==> src/common/pcg_params.svh <==
// offsets, field positions, reset values and counts for the clock control
`ifndef PCG_PARAMS_SVH
`define PCG_PARAMS_SVH
// ---------------------------------------------------------------
// register byte offsets
// ---------------------------------------------------------------
`define PCG_SYNTH_BASE  8'h00
`define PCG_SYSCTL      8'h14
`define PCG_UPDATE      8'h18
`define PCG_STATUS      8'h1c
`define PCG_GATE        8'h20
// ---------------------------------------------------------------
// field positions
// ---------------------------------------------------------------
`define PCG_MULT_LSB    0
`define PCG_REFDIV_LSB  8
`define PCG_EXP_LSB     13
`define PCG_DIV_LSB     0
`define PCG_SEL_LSB     8
`define PCG_SRC_BIT     12
`define PCG_UPD_CORE    0
`define PCG_UPD_ARRAY   1
`define PCG_UPD_DIV     2
`define PCG_UPD_SRC     3
`define PCG_ST_BOOT     2
`define PCG_ST_BUSY     3
// ---------------------------------------------------------------
// counts in input reference periods
// ---------------------------------------------------------------
`define PCG_LOCK_FULL   10'd520
`define PCG_LOCK_SHORT  10'd10
`define PCG_BOOT_WAIT   10'd500
// ---------------------------------------------------------------
// strap presets {exp, reference_divider, feedback_multiplier}
// ---------------------------------------------------------------
`define PCG_PRE_13      16'h803a
`define PCG_PRE_19      16'h8027
`define PCG_PRE_24      16'h801f
`define PCG_PRE_27      16'h801b
`define PCG_STRAP_DFLT  2'h2
`endif

==> src/common/pcg_pkg.sv <==
// types shared by the clock control block
package pcg_pkg;
    typedef enum logic [2:0] {
        ST_BOOT,
        ST_IDLE,
        ST_LOCK,
        ST_DIV,
        ST_SRC
    } pcg_state_e;
    typedef logic [15:0] pcg_cfg_t;
endpackage : pcg_pkg

==> src/logic/pcg_top.sv <==
// clock generation control: synth settings, update sequencer, dividers
//
// Chosen here: register access over AHB-Lite and the register offsets.
`timescale 1ns/1ps
`include "pcg_params.svh"
// What this block does
// - five synthesizer settings: core, array, display, interface, memory
// - each has 8-bit multiplier, 5-bit reference divider, 3-bit exponent
// - output ratio is 2*(mult+1) over 2^exp*(refdiv+1)
// - core and array settings apply only on their update bit
// - full lock wait of 520 reference periods after applying settings
// - exponent-only change shortens lock wait to 10 periods
// - processor and system clocks held glitchless while their source synth locks
// - synth, divider and source selection update independently
// - after reset system clocks run 96 MHz from strap presets
// - integer divider divides by 1 to 64
// - fixed divide by two and selectable divide by 4,3,2,1
// - peripheral reference clocks stay fixed across system changes
// - 24 MHz default, 13, 19.2, 27 MHz strap presets
// - two straps sampled at reset release pick the preset
// - wait 500 reference periods after reset release
module pcg_top (
    // clock and reset
    input  wire logic                  REF_CLK_I,
    input  wire logic                  SYS_RST_I,
    // crystal reference and straps
    input  wire logic                  XTAL_CLK_I,
    input  wire logic [1:0]            STRAP_I,
    // ahb-lite slave
    input  wire logic                  HSEL_I,
    input  wire logic [31:0]           HADDR_I,
    input  wire logic [1:0]            HTRANS_I,
    input  wire logic                  HWRITE_I,
    input  wire logic [2:0]            HSIZE_I,
    input  wire logic [31:0]           HWDATA_I,
    input  wire logic                  HREADY_I,
    output logic [31:0]                HRDATA_O,
    output logic                       HREADYOUT_O,
    output logic                       HRESP_O,
    // synthesizer and clock tree controls
    output pcg_pkg::pcg_cfg_t [4:0]    SYNTH_CFG_O,
    output logic                       SYS_SRC_O,
    output logic                       SYS_HOLD_O,
    output logic                       SYS_CLK_EN_O,
    output logic                       HALF_CLK_EN_O,
    output logic [4:0]                 GATE_O,
    output logic                       BOOT_DONE_O
);
    import pcg_pkg::*;

    pcg_state_e       state_reg;
    pcg_cfg_t [4:0]   stage_reg;
    pcg_cfg_t [4:0]   cfg_reg;
    logic [5:0]       div_stage_reg;
    logic [5:0]       div_reg;
    logic [1:0]       sel_stage_reg;
    logic [1:0]       sel_reg;
    logic             src_stage_reg;
    logic             src_reg;
    logic [3:0]       upd_reg;
    logic [3:0]       upd_clr;
    logic [4:0]       gate_reg;
    logic [1:0]       strap_reg;
    logic             strap_done_reg;
    logic             xtal_d_reg;
    logic             ref_tick;
    logic [9:0]       lock_cnt_reg;
    logic [9:0]       lock_len_reg;
    logic             lock_idx_reg;
    logic             lock_sel;
    logic [5:0]       int_cnt_reg;
    logic             int_tick;
    logic [1:0]       sel_cnt_reg;
    logic             sel_tick;
    logic             half_reg;
    logic             hold;
    logic             only_exp;
    logic             wr_pend_reg;
    logic [7:0]       wr_addr_reg;
    logic             acc;
    logic [7:0]       a;
    pcg_cfg_t         preset;

    // ---------------------------------------------------------------
    // reference edge, straps and boot presets
    // ---------------------------------------------------------------
    // xtal pin is taken as synchronous, so a plain edge detect serves
    assign ref_tick = XTAL_CLK_I & ~xtal_d_reg;

    // follows the pin through reset too, so release brings no false edge
    always_ff @(posedge REF_CLK_I) begin
        xtal_d_reg <= XTAL_CLK_I;
    end

    always_ff @(posedge REF_CLK_I) begin
        if (SYS_RST_I) begin
            strap_reg      <= `PCG_STRAP_DFLT;
            strap_done_reg <= 1'b0;
        end else if (!strap_done_reg) begin
            strap_reg      <= STRAP_I;
            strap_done_reg <= 1'b1;
        end
    end

    always_comb begin
        case (STRAP_I)
            2'h0:    preset = `PCG_PRE_13;
            2'h1:    preset = `PCG_PRE_19;
            2'h3:    preset = `PCG_PRE_27;
            default: preset = `PCG_PRE_24;
        endcase
    end

    // ---------------------------------------------------------------
    // update sequencer
    // ---------------------------------------------------------------
    // compare the synth that idle is about to lock, not the last one
    assign lock_sel = ~upd_reg[`PCG_UPD_CORE];
    assign only_exp = (stage_reg[lock_sel][12:0]
                       == cfg_reg[lock_sel][12:0]);

    // clear in the cycle that leaves a state, so idle never sees it again
    always_comb begin
        upd_clr = 4'h0;
        case (state_reg)
            ST_LOCK: begin
                if (ref_tick
                    && lock_cnt_reg == lock_len_reg - 10'h001) begin
                    upd_clr[{1'b0, lock_idx_reg}] = 1'b1;
                end
            end
            ST_DIV: begin
                upd_clr[`PCG_UPD_DIV] = sel_tick;
            end
            ST_SRC: begin
                upd_clr[`PCG_UPD_SRC] = int_tick;
            end
            default: begin
                upd_clr = 4'h0;
            end
        endcase
    end
    // hold the managed clocks during boot, during a source switch, and while their own source is locking
    assign hold = (state_reg == ST_BOOT) || (state_reg == ST_SRC)
                  || ((state_reg == ST_LOCK)
                      && (lock_idx_reg == src_reg));

    always_ff @(posedge REF_CLK_I) begin
        if (SYS_RST_I) begin
            state_reg    <= ST_BOOT;
            lock_cnt_reg <= 10'h000;
            lock_idx_reg <= 1'b0;
        end else begin
            case (state_reg)
                ST_BOOT: begin
                    if (ref_tick) begin
                        lock_cnt_reg <= lock_cnt_reg + 10'h001;
                    end
                    if (ref_tick
                        && lock_cnt_reg == `PCG_BOOT_WAIT - 10'h001) begin
                        state_reg    <= ST_IDLE;
                        lock_cnt_reg <= 10'h000;
                    end
                end
                ST_IDLE: begin
                    if (upd_reg[`PCG_UPD_CORE] || upd_reg[`PCG_UPD_ARRAY])
                    begin
                        state_reg    <= ST_LOCK;
                        lock_idx_reg <= lock_sel;
                        lock_cnt_reg <= 10'h000;
                    end else if (upd_reg[`PCG_UPD_DIV]) begin
                        state_reg <= ST_DIV;
                    end else if (upd_reg[`PCG_UPD_SRC]) begin
                        state_reg <= ST_SRC;
                    end
                end
                ST_LOCK: begin
                    if (ref_tick) begin
                        lock_cnt_reg <= lock_cnt_reg + 10'h001;
                    end
                    if (ref_tick
                        && lock_cnt_reg == lock_len_reg - 10'h001) begin
                        state_reg <= ST_IDLE;
                    end
                end
                ST_DIV: begin
                    // load at a period boundary so no pulse is cut short
                    if (sel_tick) begin
                        state_reg <= ST_IDLE;
                    end
                end
                ST_SRC: begin
                    if (int_tick) begin
                        state_reg <= ST_IDLE;
                    end
                end
                default: state_reg <= ST_IDLE;
            endcase
        end
    end

    // lock length is fixed on the cycle that enters the lock state
    always_ff @(posedge REF_CLK_I) begin
        if (SYS_RST_I) begin
            lock_len_reg <= `PCG_LOCK_FULL;
        end else if (state_reg == ST_IDLE) begin
            lock_len_reg <= only_exp ? `PCG_LOCK_SHORT
                                     : `PCG_LOCK_FULL;
        end
    end

    // ---------------------------------------------------------------
    // applied settings
    // ---------------------------------------------------------------
    always_ff @(posedge REF_CLK_I) begin
        if (SYS_RST_I) begin
            cfg_reg <= {5{`PCG_PRE_24}};
        end else if (!strap_done_reg) begin
            cfg_reg <= {5{preset}};
        end else begin
            if (state_reg == ST_IDLE && upd_reg[`PCG_UPD_CORE]) begin
                cfg_reg[0] <= stage_reg[0];
            end else if (state_reg == ST_IDLE
                         && upd_reg[`PCG_UPD_ARRAY]) begin
                cfg_reg[1] <= stage_reg[1];
            end
            // unprotected synths follow the staging copy directly
            cfg_reg[4:2] <= stage_reg[4:2];
        end
    end

    always_ff @(posedge REF_CLK_I) begin
        if (SYS_RST_I) begin
            div_reg <= 6'h00;
            sel_reg <= 2'h0;
        end else if (state_reg == ST_DIV && sel_tick) begin
            div_reg <= div_stage_reg;
            sel_reg <= sel_stage_reg;
        end
    end

    always_ff @(posedge REF_CLK_I) begin
        if (SYS_RST_I) begin
            src_reg <= 1'b0;
        end else if (state_reg == ST_SRC && int_tick) begin
            src_reg <= src_stage_reg;
        end
    end

    // ---------------------------------------------------------------
    // dividers
    // ---------------------------------------------------------------
    assign int_tick = (int_cnt_reg == div_reg);
    assign sel_tick = int_tick && (sel_cnt_reg == sel_reg);

    always_ff @(posedge REF_CLK_I) begin
        if (SYS_RST_I) begin
            int_cnt_reg <= 6'h00;
        end else if (int_tick) begin
            int_cnt_reg <= 6'h00;
        end else begin
            int_cnt_reg <= int_cnt_reg + 6'h01;
        end
    end

    always_ff @(posedge REF_CLK_I) begin
        if (SYS_RST_I) begin
            sel_cnt_reg <= 2'h0;
            half_reg    <= 1'b0;
        end else if (sel_tick) begin
            sel_cnt_reg <= 2'h0;
            half_reg    <= ~half_reg;
        end else if (int_tick) begin
            sel_cnt_reg <= sel_cnt_reg + 2'h1;
        end
    end

    always_ff @(posedge REF_CLK_I) begin
        if (SYS_RST_I) begin
            SYS_CLK_EN_O  <= 1'b0;
            HALF_CLK_EN_O <= 1'b0;
        end else begin
            SYS_CLK_EN_O  <= sel_tick && !hold;
            HALF_CLK_EN_O <= sel_tick && half_reg && !hold;
        end
    end

    // ---------------------------------------------------------------
    // ahb-lite register access
    // ---------------------------------------------------------------
    assign acc = HSEL_I && HREADY_I && HTRANS_I[1];
    assign a   = HADDR_I[7:0];

    always_ff @(posedge REF_CLK_I) begin
        if (SYS_RST_I) begin
            wr_pend_reg <= 1'b0;
            wr_addr_reg <= 8'h00;
        end else begin
            wr_pend_reg <= acc && HWRITE_I;
            wr_addr_reg <= a;
        end
    end

    always_ff @(posedge REF_CLK_I) begin
        if (SYS_RST_I) begin
            stage_reg     <= {5{`PCG_PRE_24}};
            div_stage_reg <= 6'h00;
            sel_stage_reg <= 2'h0;
            src_stage_reg <= 1'b0;
            gate_reg      <= 5'h00;
        end else if (!strap_done_reg) begin
            stage_reg <= {5{preset}};
        end else if (wr_pend_reg) begin
            for (int i = 0; i < 5; i++) begin
                if (wr_addr_reg == `PCG_SYNTH_BASE + 8'(4 * i)) begin
                    stage_reg[i] <= HWDATA_I[15:0];
                end
            end
            if (wr_addr_reg == `PCG_SYSCTL) begin
                div_stage_reg <= HWDATA_I[`PCG_DIV_LSB +: 6];
                sel_stage_reg <= HWDATA_I[`PCG_SEL_LSB +: 2];
                src_stage_reg <= HWDATA_I[`PCG_SRC_BIT];
            end else if (wr_addr_reg == `PCG_GATE) begin
                gate_reg <= HWDATA_I[4:0];
            end
        end
    end

    // a fresh kick in the completion cycle stays pending
    always_ff @(posedge REF_CLK_I) begin
        if (SYS_RST_I) begin
            upd_reg <= 4'h0;
        end else if (wr_pend_reg && wr_addr_reg == `PCG_UPDATE) begin
            upd_reg <= (upd_reg & ~upd_clr) | HWDATA_I[3:0];
        end else begin
            upd_reg <= upd_reg & ~upd_clr;
        end
    end

    always_ff @(posedge REF_CLK_I) begin
        if (SYS_RST_I) begin
            HRDATA_O <= 32'h0000_0000;
        end else if (acc && !HWRITE_I) begin
            HRDATA_O <= 32'h0000_0000;
            if (a < `PCG_SYSCTL && a[1:0] == 2'h0) begin
                HRDATA_O[15:0] <= stage_reg[a[4:2]];
            end else if (a == `PCG_SYSCTL) begin
                HRDATA_O[`PCG_DIV_LSB +: 6] <= div_stage_reg;
                HRDATA_O[`PCG_SEL_LSB +: 2] <= sel_stage_reg;
                HRDATA_O[`PCG_SRC_BIT]      <= src_stage_reg;
            end else if (a == `PCG_UPDATE) begin
                HRDATA_O[3:0] <= upd_reg;
            end else if (a == `PCG_STATUS) begin
                HRDATA_O[1:0]          <= strap_reg;
                HRDATA_O[`PCG_ST_BOOT] <= state_reg != ST_BOOT;
                HRDATA_O[`PCG_ST_BUSY] <= state_reg != ST_IDLE;
            end else if (a == `PCG_GATE) begin
                HRDATA_O[4:0] <= gate_reg;
            end
        end
    end

    assign HREADYOUT_O = 1'b1;
    assign HRESP_O     = 1'b0;

    // ---------------------------------------------------------------
    // outputs
    // ---------------------------------------------------------------
    assign SYNTH_CFG_O = cfg_reg;
    assign SYS_SRC_O   = src_reg;
    assign SYS_HOLD_O  = hold;
    // peripheral gates only; their ref clocks never follow system changes
    assign GATE_O      = gate_reg;
    assign BOOT_DONE_O = (state_reg != ST_BOOT) && strap_done_reg;

endmodule : pcg_top

==> config.mk <==
export PLATFORM = sky130hd
export DESIGN_NAME = pcg_top
export DESIGN_NICKNAME = d
export VERILOG_FILES = /design/src/common/pcg_pkg.sv /design/src/logic/pcg_top.sv
export VERILOG_INCLUDE_DIRS = /design/src /design/src/common
export SDC_FILE = /design/constraint.sdc
export NUM_CORES = 1
export LEC_CHECK = 0
export ABC_AREA = 1
export BUFFER_PORTS_ARGS = -buffer_cell sky130_fd_sc_hd__buf_2
export CAP_MARGIN = 20
export CORE_UTILIZATION = 55
export CTS_CLUSTER_SIZE = 14
export DETAILED_ROUTE_END_ITERATION = 7
export HOLD_SLACK_MARGIN = 0.12
export PLACE_DENSITY = 0.8
export SLEW_MARGIN = 20
export SYNTH_ARGS = -nofsm -noshare
export SYNTH_HDL_FRONTEND = slang
export SYNTH_SLANG_ARGS = --single-unit
==> constraint.sdc <==
create_clock -name REF_CLK_I -period 2.86 [get_ports REF_CLK_I]
set_input_delay 0.572 -clock REF_CLK_I [delete_from_list [all_inputs] [get_ports REF_CLK_I]]
set_output_delay 0.572 -clock REF_CLK_I [all_outputs]
set_load 0.005 [all_outputs]
==> impl_metrics.env <==
export IMPL_status="complete, but fails checks"
export IMPL_violations="DRC"
export IMPL_wire_length_of_the_first_global_routing_pass_mm=46.5
export IMPL_num_vias=9844
export IMPL_remaining_drc_errors=19
export IMPL_yosys_area_top_type="sky130_fd_sc_hd__dfxtp_1"
export IMPL_multi_input_comb_area_sq_mm=0.00443
export IMPL_register_area_sq_mm=0.00486
export IMPL_synth_yosys_seq_area_share_pct=47.4
export IMPL_port_buffers=138
export IMPL_total_leakage_power_nw=5.17
export IMPL_synth_cell_area_sq_mm=0.0103
export IMPL_cts_post_setup_buffers_inserted=0
export IMPL_antenna_violations_before_repair=0
export IMPL_layout_drive_gt1_share_pct=16.0
export IMPL_crit_fanout=4
export IMPL_grtUsageTotal_pct=30.2
export IMPL_max_clock_path_buffers=3
export IMPL_area_delta_synth_final_pct=16.3
export IMPL_final_antenna_net_count=0
export IMPL_peakVddDrop_mv=0.465
export IMPL_clock_sinks=243
export IMPL_post_dp_hpwl_mm=20.8
export IMPL_worst_slew_pin_transition_ps=950
export IMPL_final_period_utilization_pct=86.6
export IMPL_synth_lib_cells_used_distinct=46
export IMPL_coreArea_sq_mm=0.0181
export IMPL_max_slew_margin_rel_pct=36.5
export IMPL_design_die_area_sq_mm=0.0192
export IMPL_grt_util_met1_pct=41.2
export IMPL_synthArstFlopShare_pct=0
export IMPL_rsz0062_at_grt="no"
export IMPL_skew_ps=15.7
export IMPL_num_io_pins=201
export IMPL_floorplan_rows=49
export IMPL_power_frac_seq_pct=44.3
export IMPL_endpoint_type_of_the_worst_setup_path="output pin"
export IMPL_synth_ff_latch_count=243
export IMPL_grt_use_met3_pct=5.21
export IMPL_switchingPower_mw=2.31
export IMPL_min_path_type="input port to register"
export IMPL_cellInternalPower_mw=5.95
export IMPL_timing_setup_tns_ps=0
export IMPL_clockRootBuffer="sky130_fd_sc_hd__clkbuf_16"
export IMPL_reg2reg_to="stage_reg[18]"
export IMPL_final_fill_count=1529
export IMPL_synth_flop_cell="sky130_fd_sc_hd__dfxtp_1"
export IMPL_edff_count_synth=0
export IMPL_finalHoldViolCount=0
export IMPL_synthesis_instances=1396
export IMPL_cts_tree="done"
export IMPL_worst_ep_required_time_ps=2290
export IMPL_cts_resized=0
export IMPL_instances_no_fill=1770
export IMPL_worst_hold_slack_ps=168
export IMPL_wl_per_cell_um=16.6
export IMPL_p_comb_share_pct=14.1
export IMPL_insertion_delay_ps=540
export IMPL_report_final_slew_viol_count=0
export IMPL_clock_fmax_ghz=0.404
export IMPL_floorplan_die_width_um=139
export IMPL_holdCritStartpoint="XTAL_CLK_I"
export IMPL_inst_count_dp=1722
export IMPL_grt_overflow=0
export IMPL_critical_path_reg2reg_startpoint="wr_addr_reg[3]"
export IMPL_rrSetupSlack_ps=540
export IMPL_clk_pin_slew_ps=60
export IMPL_drtPass1Iterations=8
export IMPL_timing_hold_worst_endpoint="xtal_d_reg"
export IMPL_vias_cell=5.56
export IMPL_startpoint="state_reg[2]"
export IMPL_drv_max_cap_violation_count=0
export IMPL_grt_pass1_vias=8946
export IMPL_timing_final_setup_violations=0
export IMPL_avgSynthCellArea_sq_um=7.35
export IMPL_insertedDiodeCount=0
export IMPL_preCtsSetupSlack_ps=503
export IMPL_route_final_wire_length_mm=29.4
export IMPL_ys_top_cells_by_area="sky130_fd_sc_hd__dfxtp_1, sky130_fd_sc_hd__nand2_1, sky130_fd_sc_hd__a21oi_1, sky130_fd_sc_hd__inv_1, sky130_fd_sc_hd__o21ai_0"
export IMPL_clock_power_share_pct=41.6
export IMPL_cellPowerDensity_mw_per_mm2=692
export IMPL_largest_net_degree_at_the_start_of_global_routing=54
export IMPL_crit_arrival_ps=1910
export IMPL_h_tree_depth=1
export IMPL_grt_busiest_layer="met2"
export IMPL_place_congestion=0.946
export IMPL_fin_crit_ps=2480
export IMPL_drtIter0Drc=1126
export IMPL_synth_top_cell_area_share_pct=47.4
export IMPL_criticalPathCategory="register to output pin"
export IMPL_p_total_mw=8.26
export IMPL_worst_hold_path_num_cells=1
export IMPL_reg2regPathDepth=7
export IMPL_synth_yosys_warnings=0
export IMPL_post_route_worst_setup_slack_ps=383
export IMPL_start_util_pct=56.6
export IMPL_number_of_nets_in_the_layout=1604
export IMPL_hold_fix_buffers_cts=0
export IMPL_setup_worst_path_start_class="register"
export IMPL_die_height_um=139
export IMPL_use_met2_pct=47.8
export IMPL_p_sw_share_pct=27.9
export IMPL_cts_made_buffers=26
[per-stage QoR]
stage | util (%) | cell area, sq um
after CTS | 65.8 | 11900
after global routing | 65.8 | 11900
after global placement | 60.8 | 11000
final | 65.8 | 11900
after detailed placement | 60.8 | 11000
after floorplan | - | 10300
[critical path, stage by stage (launching register included)]
cell and delay [ps]:
sky130_fd_sc_hd__dfxtp_1 340, sky130_fd_sc_hd__nor2_1 190, sky130_fd_sc_hd__nand2_1 140, sky130_fd_sc_hd__or2_1 260
sky130_fd_sc_hd__o211ai_1 280, sky130_fd_sc_hd__buf_2 170
[synth_stat cells, types with 2 or more instances]
cell type                   count
sky130_fd_sc_hd__nand2_1      309
sky130_fd_sc_hd__dfxtp_1      243
sky130_fd_sc_hd__inv_1        156
sky130_fd_sc_hd__a21oi_1      139
sky130_fd_sc_hd__nor2_1       139
sky130_fd_sc_hd__o21ai_0      110
sky130_fd_sc_hd__nand3_1       60
sky130_fd_sc_hd__clkbuf_1      29
sky130_fd_sc_hd__buf_4         20
sky130_fd_sc_hd__inv_2         19
sky130_fd_sc_hd__o211ai_1      18
sky130_fd_sc_hd__buf_2         17
sky130_fd_sc_hd__o22ai_1       13
sky130_fd_sc_hd__xor2_1        12
sky130_fd_sc_hd__nor3_1        11
sky130_fd_sc_hd__o21ai_1       11
sky130_fd_sc_hd__nand4_1        9
sky130_fd_sc_hd__o2111ai_1      9
sky130_fd_sc_hd__a211oi_1       8
sky130_fd_sc_hd__xnor2_1        8
sky130_fd_sc_hd__ha_1           6
sky130_fd_sc_hd__nor2_2         6
sky130_fd_sc_hd__a31oi_1        4
sky130_fd_sc_hd__buf_1          4
sky130_fd_sc_hd__nand2_2        4
sky130_fd_sc_hd__nor2_4         4
sky130_fd_sc_hd__buf_6          2
sky130_fd_sc_hd__conb_1         2
sky130_fd_sc_hd__nand3_2        2
sky130_fd_sc_hd__nor3b_1        2
sky130_fd_sc_hd__o211ai_2       2
sky130_fd_sc_hd__o311ai_1       2
sky130_fd_sc_hd__or2_1          2
sky130_fd_sc_hd__or2_2          2
[worst max path at each step]
| stage | endpoint | slack, ps |
|---|---|---|
| 3_3_place_gp | SYNTH_CFG_O[53] | 580 |
| 6_report | SYS_HOLD_O | 380 |
| 3_5_place_dp | SYNTH_CFG_O[53] | 500 |
| 2_1_floorplan | SYS_HOLD_O | 1240 |
| 5_1_grt | SYS_HOLD_O | 300 |
| 4_1_cts | SYS_HOLD_O | 400 |
[placed cells by master, fill, tap and decap left out, types with 9 or more instances in the layout]
master and instances:
sky130_fd_sc_hd__o21ai_1 11, sky130_fd_sc_hd__nor2_1 136, sky130_fd_sc_hd__nand4_1 9, sky130_fd_sc_hd__buf_2 137, sky130_fd_sc_hd__conb_1 18, sky130_fd_sc_hd__inv_1 156, sky130_fd_sc_hd__nand2_1 309, sky130_fd_sc_hd__nor3_1 11
sky130_fd_sc_hd__a21oi_1 139, sky130_fd_sc_hd__o22ai_1 13, sky130_fd_sc_hd__o2111ai_1 9, sky130_fd_sc_hd__nand3_1 60, sky130_fd_sc_hd__clkbuf_16 26, sky130_fd_sc_hd__nor2_2 9, sky130_fd_sc_hd__buf_4 16, sky130_fd_sc_hd__o211ai_1 18
sky130_fd_sc_hd__dfxtp_1 243, sky130_fd_sc_hd__xor2_1 12, sky130_fd_sc_hd__inv_2 19, sky130_fd_sc_hd__o21ai_0 110
[logic make-up after synthesis]
logic type               Yosys count  share of synthesized area, %
other                              2                        0.0732
buffers and inverters            248                          10.2
adder cells (fa/ha/maj)            6                         0.731
XOR/XNOR                          20                          1.71
AND/OR/NAND/NOR                  555                          22.6
AO/OA/AOI/OAI                    322                          17.3
flip-flops                       243                          47.4
[metal layers]
metal / vias up / part of all wire (%)
met4: 0 / 3.0
met5: - / 0
met2: 544 / 45
li1: 4742 / -
met3: 66 / 11
met1: 4492 / 41
[power groups by stage]
stage	combinational, mW	clock [mW]	sequential, mW
after floorplan	0.807	0	3.71
after global placement	1.11	0	3.72
after detailed placement	1.13	0	3.73
after CTS	1.14	3.45	3.65
after global routing	1.29	3.62	3.67
final	1.16	3.44	3.66
[cell type report]
class | instances | area share (%)
Inverter | 176 | 5.53
Clock inverter | 12 | 1.05
Clock buffer | 36 | 6.44
Multi-Input combinational cell | 921 | 37.1
Sequential cell | 243 | 40.8
Timing Repair Buffer | 153 | 6.75
Tap cell | 229 | 2.40
Power figures use the tool's default switching activity.
